[src/dpob_pkg.sv]
package dpob_pkg;
  // object dictionary indices
  localparam logic [15:0] IDX_UNIT_TYPE   = 16'h1000;
  localparam logic [15:0] IDX_MODEL_NAME  = 16'h1001;
  localparam logic [15:0] IDX_HW_VERSION  = 16'h1009;
  localparam logic [15:0] IDX_SW_VERSION  = 16'h100A;
  localparam logic [15:0] IDX_SAVE        = 16'h1010;
  localparam logic [15:0] IDX_RESTORE     = 16'h1011;
  localparam logic [15:0] IDX_PEAK_CUR    = 16'h2000;
  localparam logic [15:0] IDX_PULSES_REV  = 16'h2001;
  localparam logic [15:0] IDX_IDLE_DELAY  = 16'h2002;
  localparam logic [15:0] IDX_STBY_PCT    = 16'h2003;
  localparam logic [15:0] IDX_OUT_FUNC    = 16'h2005;
  localparam logic [15:0] IDX_OUT_POL     = 16'h2006;
  localparam logic [15:0] IDX_IN_FUNC     = 16'h2007;
  localparam logic [15:0] IDX_IN_POL      = 16'h2008;
  localparam logic [15:0] IDX_ENC_RES     = 16'h2020;
  localparam logic [15:0] IDX_DIG_INPUTS  = 16'h60FD;
  // sub-indices
  localparam logic [7:0]  SUB_COUNT       = 8'h00;
  localparam logic [7:0]  SUB_ONE         = 8'h01;
  localparam logic [7:0]  SUB_MAX         = 8'h01;
  localparam logic [31:0] CMD_VALUE       = 32'h00000001;
  // unit type field layout: profile in 15:0, type info in 31:16
  localparam int          UT_PROFILE_LSB  = 0;
  localparam int          UT_INFO_LSB     = 16;
  // ranges and defaults
  localparam logic [15:0] PEAK_MIN        = 16'h0064;
  localparam logic [15:0] PEAK_MAX        = 16'h1770;
  localparam logic [15:0] PEAK_DEF        = 16'h0BB8;
  localparam logic [15:0] PPR_MIN         = 16'h00C8;
  localparam logic [15:0] PPR_DEF         = 16'h2710;
  localparam logic [15:0] IDLE_MIN        = 16'h00C8;
  localparam logic [15:0] IDLE_DEF        = 16'h01F4;
  localparam logic [15:0] PCT_MAX         = 16'h0064;
  localparam logic [15:0] PCT_DEF         = 16'h0032;
  localparam logic [15:0] OFUNC_MAX       = 16'h0003;
  localparam logic [15:0] IFUNC_MAX       = 16'h0008;
  localparam logic [15:0] OPOL_MAX        = 16'h0003;
  localparam logic [15:0] OPOL_DEF        = 16'h0003;
  localparam logic [15:0] IPOL_MAX        = 16'h003F;
  localparam logic [15:0] IPOL_DEF        = 16'h003F;
  // output function codes
  localparam logic [1:0]  OF_CUSTOM       = 2'h0;
  localparam logic [1:0]  OF_ALARM        = 2'h1;
  localparam logic [1:0]  OF_BRAKE        = 2'h2;
  localparam logic [1:0]  OF_INPOS        = 2'h3;
  localparam logic [3:0]  OFUNC_DEF0      = 4'h1;
  localparam logic [3:0]  OFUNC_DEF1      = 4'h2;
  localparam logic [23:0] IFUNC_DEFS      = 24'h632100;  // 4 bits per input, input one lowest
  // timing: one millisecond at 50 MHz
  localparam int          CLK_HZ          = 50000000;
  localparam int          MS_PER_S        = 1000;
  localparam int          CYC_PER_MS      = CLK_HZ / MS_PER_S;
  // idle state machine
  typedef enum logic [1:0] {DPOB_RUN, DPOB_WAIT, DPOB_STBY} dpob_mode_t;
endpackage

[src/dpob_bank.sv]
`timescale 1ns/1ps
////////////////////////////////////////////////////////////////////////////////
module dpob_bank
  import dpob_pkg::*;
#(
  parameter logic [31:0] UNIT_TYPE_VAL = 32'h00010002,   // arbitrary neutral value
  parameter logic [39:0] MODEL_NAME    = 40'h4D4F44454C, // arbitrary neutral value
  parameter logic [7:0]  HW_VERSION    = 8'h11,          // arbitrary neutral value
  parameter logic [15:0] SW_VERSION    = 16'h2222,       // arbitrary neutral value
  parameter bit          CLOSED_LOOP   = 1'b0,           // closed-loop drive variant
  parameter int          MS_CYCLES     = CYC_PER_MS      // clock cycles per millisecond
)(
  input  wire logic        CLK,          // system clock
  input  wire logic        RST_N,        // synchronous reset, active low
  input  wire logic        CE,           // clock enable, freezes state when low unless RST_N is low
  input  wire logic        WR,           // object write strobe
  input  wire logic        RD,           // object read strobe
  input  wire logic [15:0] INDEX,        // object index
  input  wire logic [7:0]  SUBINDEX,     // object sub-index
  input  wire logic [31:0] WDATA,        // write value
  output logic      [31:0] RDATA,        // read value, low bits of strings
  output logic             ACK,          // access accepted pulse
  output logic             ERR,          // access rejected pulse
  input  wire logic [15:0] ENC_RES,      // encoder resolution object value
  input  wire logic        MOTION,       // motor running
  input  wire logic        ALARM,        // drive alarm
  input  wire logic        BRAKE,        // holding brake release request
  input  wire logic        IN_POS,       // in-position
  input  wire logic [5:0]  DIN,          // raw digital inputs, input one is bit 0
  output logic [1:0]       DOUT,         // digital outputs, first is bit 0
  output logic [5:0]       DIN_STATE,    // polarity-corrected inputs
  output logic [15:0]      PEAK_CUR,     // peak run current, mA
  output logic [15:0]      PULSES_REV,   // effective pulses per revolution
  output logic [15:0]      CUR_CMD,      // winding current command, mA
  output logic             STANDBY,      // standby active
  output logic [5:0][3:0]  IN_FUNC,      // input function selects
  output logic             SAVE_REQ,     // save parameters pulse
  output logic             RESTORE_REQ   // factory restore pending at next power-up
);

  ////////////////////////////////////////////////////////////////////////////////
  // state record
  typedef struct packed {
    logic [31:0]     rdata;    // read answer
    logic            ack;      // accepted
    logic            err;      // rejected
    logic [15:0]     peak;     // peak current
    logic [15:0]     ppr;      // pulses per revolution setting
    logic [15:0]     idle;     // idle delay ms
    logic [15:0]     pct;      // standby percent
    logic [1:0][3:0] ofunc;    // output functions
    logic [1:0]      opol;     // output polarity
    logic [5:0][3:0] ifunc;    // input functions
    logic [5:0]      ipol;     // input polarity
    logic [1:0]      dout;     // output pins
    logic [5:0]      din;      // corrected inputs
    logic [15:0]     eff_ppr;  // effective pulses per rev
    logic [15:0]     cur;      // current command
    logic            save;     // save pulse
    logic            restore;  // restore flag
    dpob_mode_t      mode;     // idle state
    logic            stby;     // standby flag, registered copy of the standby state
    logic [15:0]     ms_cnt;   // elapsed idle ms
    logic [31:0]     cyc_cnt;  // cycles in current ms
  } dpob_state_t;

  dpob_state_t st_r;   // registered state
  dpob_state_t st_nxt; // next state

  logic        w_ok;   // write value in range
  logic [15:0] wv;     // low half of write value
  logic [31:0] prod;   // peak times percent
  logic [1:0]  fsrc;   // function-driven output level

  assign wv = WDATA[15:0];

  ////////////////////////////////////////////////////////////////////////////////
  // next-state logic
  always_comb begin
    st_nxt        = st_r;
    st_nxt.ack    = 1'b0;
    st_nxt.err    = 1'b0;
    st_nxt.save   = 1'b0;
    w_ok          = 1'b0;
    fsrc          = 2'b00;
    prod          = 32'h00000000;
    // writes with range check
    if (WR) begin
      case (INDEX)
        IDX_SAVE:       w_ok = (SUBINDEX == SUB_ONE) && (WDATA == CMD_VALUE);
        IDX_RESTORE:    w_ok = (SUBINDEX == SUB_ONE) && (WDATA == CMD_VALUE);
        IDX_PEAK_CUR:   w_ok = (WDATA[31:16] == 16'h0000) && (wv >= PEAK_MIN) && (wv <= PEAK_MAX);
        IDX_PULSES_REV: w_ok = (WDATA[31:16] == 16'h0000) && (wv >= PPR_MIN);
        IDX_IDLE_DELAY: w_ok = (WDATA[31:16] == 16'h0000) && (wv >= IDLE_MIN);
        IDX_STBY_PCT:   w_ok = (WDATA[31:16] == 16'h0000) && (wv <= PCT_MAX);
        IDX_OUT_FUNC:   w_ok = (SUBINDEX >= 8'h01) && (SUBINDEX <= 8'h02) && (WDATA <= 32'(OFUNC_MAX));
        IDX_OUT_POL:    w_ok = (WDATA <= 32'(OPOL_MAX));
        IDX_IN_FUNC:    w_ok = (SUBINDEX >= 8'h01) && (SUBINDEX <= 8'h06) && (WDATA <= 32'(IFUNC_MAX));
        IDX_IN_POL:     w_ok = (WDATA <= 32'(IPOL_MAX));
        default:        w_ok = 1'b0; // read-only or unknown objects
      endcase
      st_nxt.ack = w_ok;
      st_nxt.err = !w_ok;
      if (w_ok) begin
        case (INDEX)
          IDX_SAVE:       st_nxt.save = 1'b1;
          IDX_RESTORE:    st_nxt.restore = 1'b1;
          IDX_PEAK_CUR:   st_nxt.peak = wv;
          IDX_PULSES_REV: st_nxt.ppr  = wv;
          IDX_IDLE_DELAY: st_nxt.idle = wv;
          IDX_STBY_PCT:   st_nxt.pct  = wv;
          IDX_OUT_FUNC:   st_nxt.ofunc[SUBINDEX[0] ? 0 : 1] = wv[3:0];
          IDX_OUT_POL:    st_nxt.opol = wv[1:0];
          IDX_IN_FUNC:    st_nxt.ifunc[3'(SUBINDEX[2:0] - 3'h1)] = wv[3:0];
          IDX_IN_POL:     st_nxt.ipol = wv[5:0];
          default:        st_nxt.ack = 1'b0;
        endcase
      end
    end else if (RD) begin
      // reads of every object except IDX_ENC_RES, which is rejected like an unknown index
      st_nxt.ack   = 1'b1;
      st_nxt.rdata = 32'h00000000;
      case (INDEX)
        IDX_UNIT_TYPE:  st_nxt.rdata = UNIT_TYPE_VAL;
        IDX_MODEL_NAME: st_nxt.rdata = MODEL_NAME[31:0];
        IDX_HW_VERSION: st_nxt.rdata = {24'h000000, HW_VERSION};
        IDX_SW_VERSION: st_nxt.rdata = {16'h0000, SW_VERSION};
        IDX_SAVE,
        IDX_RESTORE:    st_nxt.rdata = (SUBINDEX == SUB_COUNT) ? {24'h000000, SUB_MAX} : 32'h00000000;
        IDX_PEAK_CUR:   st_nxt.rdata = {16'h0000, st_r.peak};
        IDX_PULSES_REV: st_nxt.rdata = {16'h0000, st_r.ppr};
        IDX_IDLE_DELAY: st_nxt.rdata = {16'h0000, st_r.idle};
        IDX_STBY_PCT:   st_nxt.rdata = {16'h0000, st_r.pct};
        IDX_OUT_FUNC:   st_nxt.rdata = {28'h0000000, st_r.ofunc[SUBINDEX[0] ? 0 : 1]};
        IDX_OUT_POL:    st_nxt.rdata = {30'h0, st_r.opol};
        IDX_IN_FUNC:    st_nxt.rdata = {28'h0000000, st_r.ifunc[3'(SUBINDEX[2:0] - 3'h1)]};
        IDX_IN_POL:     st_nxt.rdata = {26'h0000000, st_r.ipol};
        IDX_DIG_INPUTS: st_nxt.rdata = {26'h0000000, st_r.din};
        default: begin
          st_nxt.ack = 1'b0;
          st_nxt.err = 1'b1;
        end
      endcase
    end
    // input polarity: normally closed inputs are inverted
    st_nxt.din = DIN ~^ st_r.ipol;
    // output drive from function select
    for (int i = 0; i < 2; i++) begin
      case (st_r.ofunc[i][1:0])
        OF_CUSTOM: fsrc[i] = st_r.opol[i];
        OF_ALARM:  fsrc[i] = ALARM ~^ st_r.opol[i];
        OF_BRAKE:  fsrc[i] = BRAKE ~^ st_r.opol[i];
        OF_INPOS:  fsrc[i] = IN_POS ~^ st_r.opol[i];
        default:   fsrc[i] = 1'b0;
      endcase
    end
    st_nxt.dout = fsrc;
    // effective resolution
    st_nxt.eff_ppr = CLOSED_LOOP ? ENC_RES : st_r.ppr;
    // idle timing and standby
    case (st_r.mode)
      DPOB_RUN: begin
        if (!MOTION) begin
          st_nxt.mode    = DPOB_WAIT;
          st_nxt.ms_cnt  = 16'h0000;
          st_nxt.cyc_cnt = 32'h00000000;
        end
      end
      DPOB_WAIT: begin
        if (MOTION) begin
          st_nxt.mode = DPOB_RUN;
        end else if (st_r.cyc_cnt == 32'(MS_CYCLES - 1)) begin
          st_nxt.cyc_cnt = 32'h00000000;
          st_nxt.ms_cnt  = 16'(st_r.ms_cnt + 16'h0001);
          if (16'(st_r.ms_cnt + 16'h0001) >= st_r.idle) begin
            st_nxt.mode = DPOB_STBY;
          end
        end else begin
          st_nxt.cyc_cnt = 32'(st_r.cyc_cnt + 32'h00000001);
        end
      end
      DPOB_STBY: begin
        if (MOTION) begin
          st_nxt.mode = DPOB_RUN;
        end
      end
      default: st_nxt.mode = DPOB_RUN;
    endcase
    prod = 32'(st_r.peak) * 32'(st_r.pct);
    st_nxt.cur = (st_nxt.mode == DPOB_STBY) ? 16'(prod / 32'(PCT_MAX)) : st_r.peak;
    // standby output kept in its own flip-flop so the pin is not a state decode
    st_nxt.stby = (st_nxt.mode == DPOB_STBY);
    if (!RST_N) begin
      st_nxt.rdata   = 32'h00000000;
      st_nxt.ack     = 1'b0;
      st_nxt.err     = 1'b0;
      st_nxt.peak    = PEAK_DEF;
      st_nxt.ppr     = PPR_DEF;
      st_nxt.idle    = IDLE_DEF;
      st_nxt.pct     = PCT_DEF;
      st_nxt.ofunc   = {OFUNC_DEF1, OFUNC_DEF0};
      st_nxt.opol    = OPOL_DEF[1:0];
      st_nxt.ifunc   = IFUNC_DEFS;
      st_nxt.ipol    = IPOL_DEF[5:0];
      st_nxt.dout    = 2'b00;
      st_nxt.din     = 6'h00;
      st_nxt.eff_ppr = PPR_DEF;
      st_nxt.cur     = PEAK_DEF;
      st_nxt.save    = 1'b0;
      st_nxt.restore = 1'b0;
      st_nxt.mode    = DPOB_RUN;
      st_nxt.stby    = 1'b0;
      st_nxt.ms_cnt  = 16'h0000;
      st_nxt.cyc_cnt = 32'h00000000;
    end
  end

  ////////////////////////////////////////////////////////////////////////////////
  // state register
  always_ff @(posedge CLK) begin
    if (CE || !RST_N) begin
      st_r <= st_nxt;
    end
  end

  // outputs straight from the state record
  assign RDATA       = st_r.rdata;
  assign ACK         = st_r.ack;
  assign ERR         = st_r.err;
  assign DOUT        = st_r.dout;
  assign DIN_STATE   = st_r.din;
  assign PEAK_CUR    = st_r.peak;
  assign PULSES_REV  = st_r.eff_ppr;
  assign CUR_CMD     = st_r.cur;
  assign STANDBY     = st_r.stby;
  assign IN_FUNC     = st_r.ifunc;
  assign SAVE_REQ    = st_r.save;
  assign RESTORE_REQ = st_r.restore;
endmodule

[config.mk]
export PLATFORM = sky130hd
export DESIGN_NAME = dpob_bank
export DESIGN_NICKNAME = d
export VERILOG_FILES = /design/src/dpob_pkg.sv /design/src/dpob_bank.sv
export SDC_FILE = /design/constraint.sdc
export NUM_CORES = 1
export LEC_CHECK = 0
export BUFFER_PORTS_ARGS = -buffer_cell sky130_fd_sc_hd__buf_2
export CORE_AREA = 2 2 200 241
export DETAILED_ROUTE_END_ITERATION = 6
export DIE_AREA = 0 0 202 243
export HOLD_SLACK_MARGIN = 0.06
export PLACE_DENSITY = 0.8
export SLEW_MARGIN = 40
export SYNTH_ARGS = -nofsm -noshare
export SYNTH_HDL_FRONTEND = slang
export SYNTH_SLANG_ARGS = --single-unit
[constraint.sdc]
create_clock -name CLK -period 19.9 [get_ports CLK]
set_clock_uncertainty 0.1 [all_clocks]
set_input_delay 0.995 -clock CLK [delete_from_list [all_inputs] [get_ports CLK]]
set_output_delay 0.995 -clock CLK [all_outputs]
set_load 0.1 [all_outputs]
==> out/qor.yml <==
floorplanning:
  chipHeight_um: 243
  core.rowCount: 87
  start_util_pct: 56.6
  ios: 204
  die_w_um: 202
  core_area_sq_um: 46700
  dieArea_sq_um: 49100
synthesis:
  synth-seq-area-share_pct: 24.6
  synth.top_cells.by_count: "288 x nand2_1, 250 x inv_1, 217 x edfxtp_1, 194 x fa_1, 194 x nor2_1"
  ys_types: 128
  synthArstFlopShare_pct: 0
  syn-cell-area_sq_um: 26400
  synthTopCellsByArea: "edfxtp_1 25%, fa_1 15%, ha_1 5.9%"
  synth_seq_cells: 217
  synth_top_cell_area_share_pct: 24.6
  yosys.area.top_type: "edfxtp_1"
  syn_inst: 2907
  synth_warnings: 0
  syn_area_per_cell_sq_um: 9.10
  synth_flop_cell: "edfxtp_1"
  synth_edf_count: 217
  synth_most_common_cell: "nand2_1"
timing:
  finalSetupViolations: 3
  min_period_ns: 21.13
  finalWorstSetupSlack_ns: -1.23
  final.period_utilization_pct: 106
  grt_setup_unrepaired: "yes"
  finalHoldViolCount: 0
  max_freq_ghz: 0.0473
  slew_headroom_pct: 37.8
  slew_violations: 0
  tightest_slew_ns: 0.930
cells_and_area:
  final_cell_area_sq_um: 34200
  drive_gt1_share_pct: 34.5
  fin_util_pct: 73.1
  area_delta_synth_final_pct: 29.2
  fin_nets: 3879
  final_cells: 4112
worst_setup_path:
  critical_path.max_fanout: 7
  critPathRequiredTime_ns: 20.09
  reg2reg_depth: 92
  end_kind: "flip-flop"
  crit_type: "flip-flop to flip-flop"
  start_kind: "flip-flop"
  max_stage_delay_ns: 0.67
  rrSetupSlack_ns: -1.23
  worstPathArrival_ns: 21.32
  crit_slowest_cell: "fa_1"
  path_common_cell: "buf_4"
placed_design:
  placed_cells: 3954
  hpwl_um: 59300
  dpl_cell_area_sq_um: 30500
  numPortBuffers: 179
  place_congestion: 0.954
routing:
  vias: 25900
  drt_pass1_iterations: 6
  wl_um: 87700
  highest_layer: "met4"
  first_iter_violations: 2342
  wl_met2_um: 44100
  met1_length_um: 30300
  drtAntennaViolNets: 0
  drt-wirelength-per-cell_um: 21.3
  drc: 0
  via_per_inst: 6.29
  met3_length_um: 7550
clocking:
  cts-root-buf: "clkbuf_16"
  cts_tree: "yes"
  h-tree-depth: 1
  path_clk_slew_ns: 0.07
  cts_hold_buf: 0
  clk_latency_ns: 0.55
  cts_max_path_buffers: 3
  cts_sinks: 217
  numCtsBuffers: 23
global_route:
  grt_max_degree: 79
  track_usage_pct: 32.7
  grt_pass1_vias: 25900
  antenna_found_initial: 1
  grt_pass1_wl_um: 131000
  grt_overflow_total: 0
run:
  maxCapViolCount: 0
status:
  status: "finished, violations left"
  violations: "negative setup slack"
hold_path:
  whs_path_depth: 1
  hold_path_class: "flip-flop to flip-flop"
-- final cells by class --
class                           count  area (sq um)
Inverter                          252           946
Antenna cell                        1          2.50
Fill cell                        2925         12500
Clock inverter                     11          91.3
Sequential cell                   217          6520
Tap cell                          623           779
Timing Repair Buffer              774          5620
Multi-Input combinational cell   2206         19600
Clock buffer                       28           594
-- cells in the final DEF, fill, tap and decap left out, drive strengths merged, types with 44 or more instances in the layout --
master	Yosys	final
mux2i	55	55
edfxtp	217	217
nor3	50	50
o21ai	126	126
and2	188	188
ha	124	124
xor2	58	58
xnor2	65	65
buf	147	774
nor2	199	199
fa	194	194
a21oi	129	129
nand3	73	73
a31oi	44	44
inv	252	254
nand2	288	288
-- repair_timing --
item | in CTS | in global routing
setup buffers | 47 | 75
endpoints found under the setup margin | 4 | 4
gates resized for setup | 161 | 249
pin swaps | 103 | 172
-- stage by stage --
step	worst slack, ns	TNS (ns)	hold WS [ns]
6_report	-1.23	-3.46	0.437
5_1_grt	-1.81	-5.65	0.469
4_1_cts	-0.369	-0.657	0.439
3_5_place_dp	-1.11	-2.77	0.424
3_3_place_gp	-0.625	-1.32	0.413
2_1_floorplan	0.0198	0	0.399
-- registers in the layout, indices dropped and copies added (netlist names) --
name         count
PEAK_CUR        16
RESTORE_REQ      1
DOUT             2
STANDBY          1
ERR              1
PULSES_REV      16
CUR_CMD         16
ACK              1
SAVE_REQ         1
RDATA           18
IN_FUNC         24
st_r           114
DIN_STATE        6
-- critical path: cells and delay by family, from the launching register on --
kind / cells / cell delay [ns]
and+or+nand+nor: 10 / 2.33
muxes: 3 / 0.72
xor gates and xnor gates: 6 / 1.13
adders and majority gates: 8 / 3.87
AOI/OAI and AO/OA: 39 / 8.39
DFF: 1 / 0.50
buffers and inverters: 26 / 3.77
-- final timing paths --
| path | from | endpoint |
|---|---|---|
| max | st_r[136] | CUR_CMD[0] |
| min | st_r[174] | PULSES_REV[9] |
| max reg2reg | st_r[136] | CUR_CMD[0] |
| min reg2reg | st_r[174] | PULSES_REV[9] |
-- kinds of logic after synthesis --
kind of cell	after synthesis	share of synthesized area [%]
AND/OR/NAND/NOR	1044	20.2
AO/OA/AOI/OAI	628	17.7
buffers and inverters	491	8.76
adder cells (fa/ha/maj)	323	20.8
flip-flops	217	24.6
XOR/XNOR	123	4.30
multiplexers	80	3.62
other	1	0.0142
-- routing by layer --
layer	track usage [%]	vias to the layer above
met4	15.0	0
met2	59.2	1567
met5	0	-
li1	-	11300
met3	4.03	462
met1	38.5	12500
Power is not shown: default switching activity piles up to over one toggle a cycle in this logic, so the estimate is an artifact.
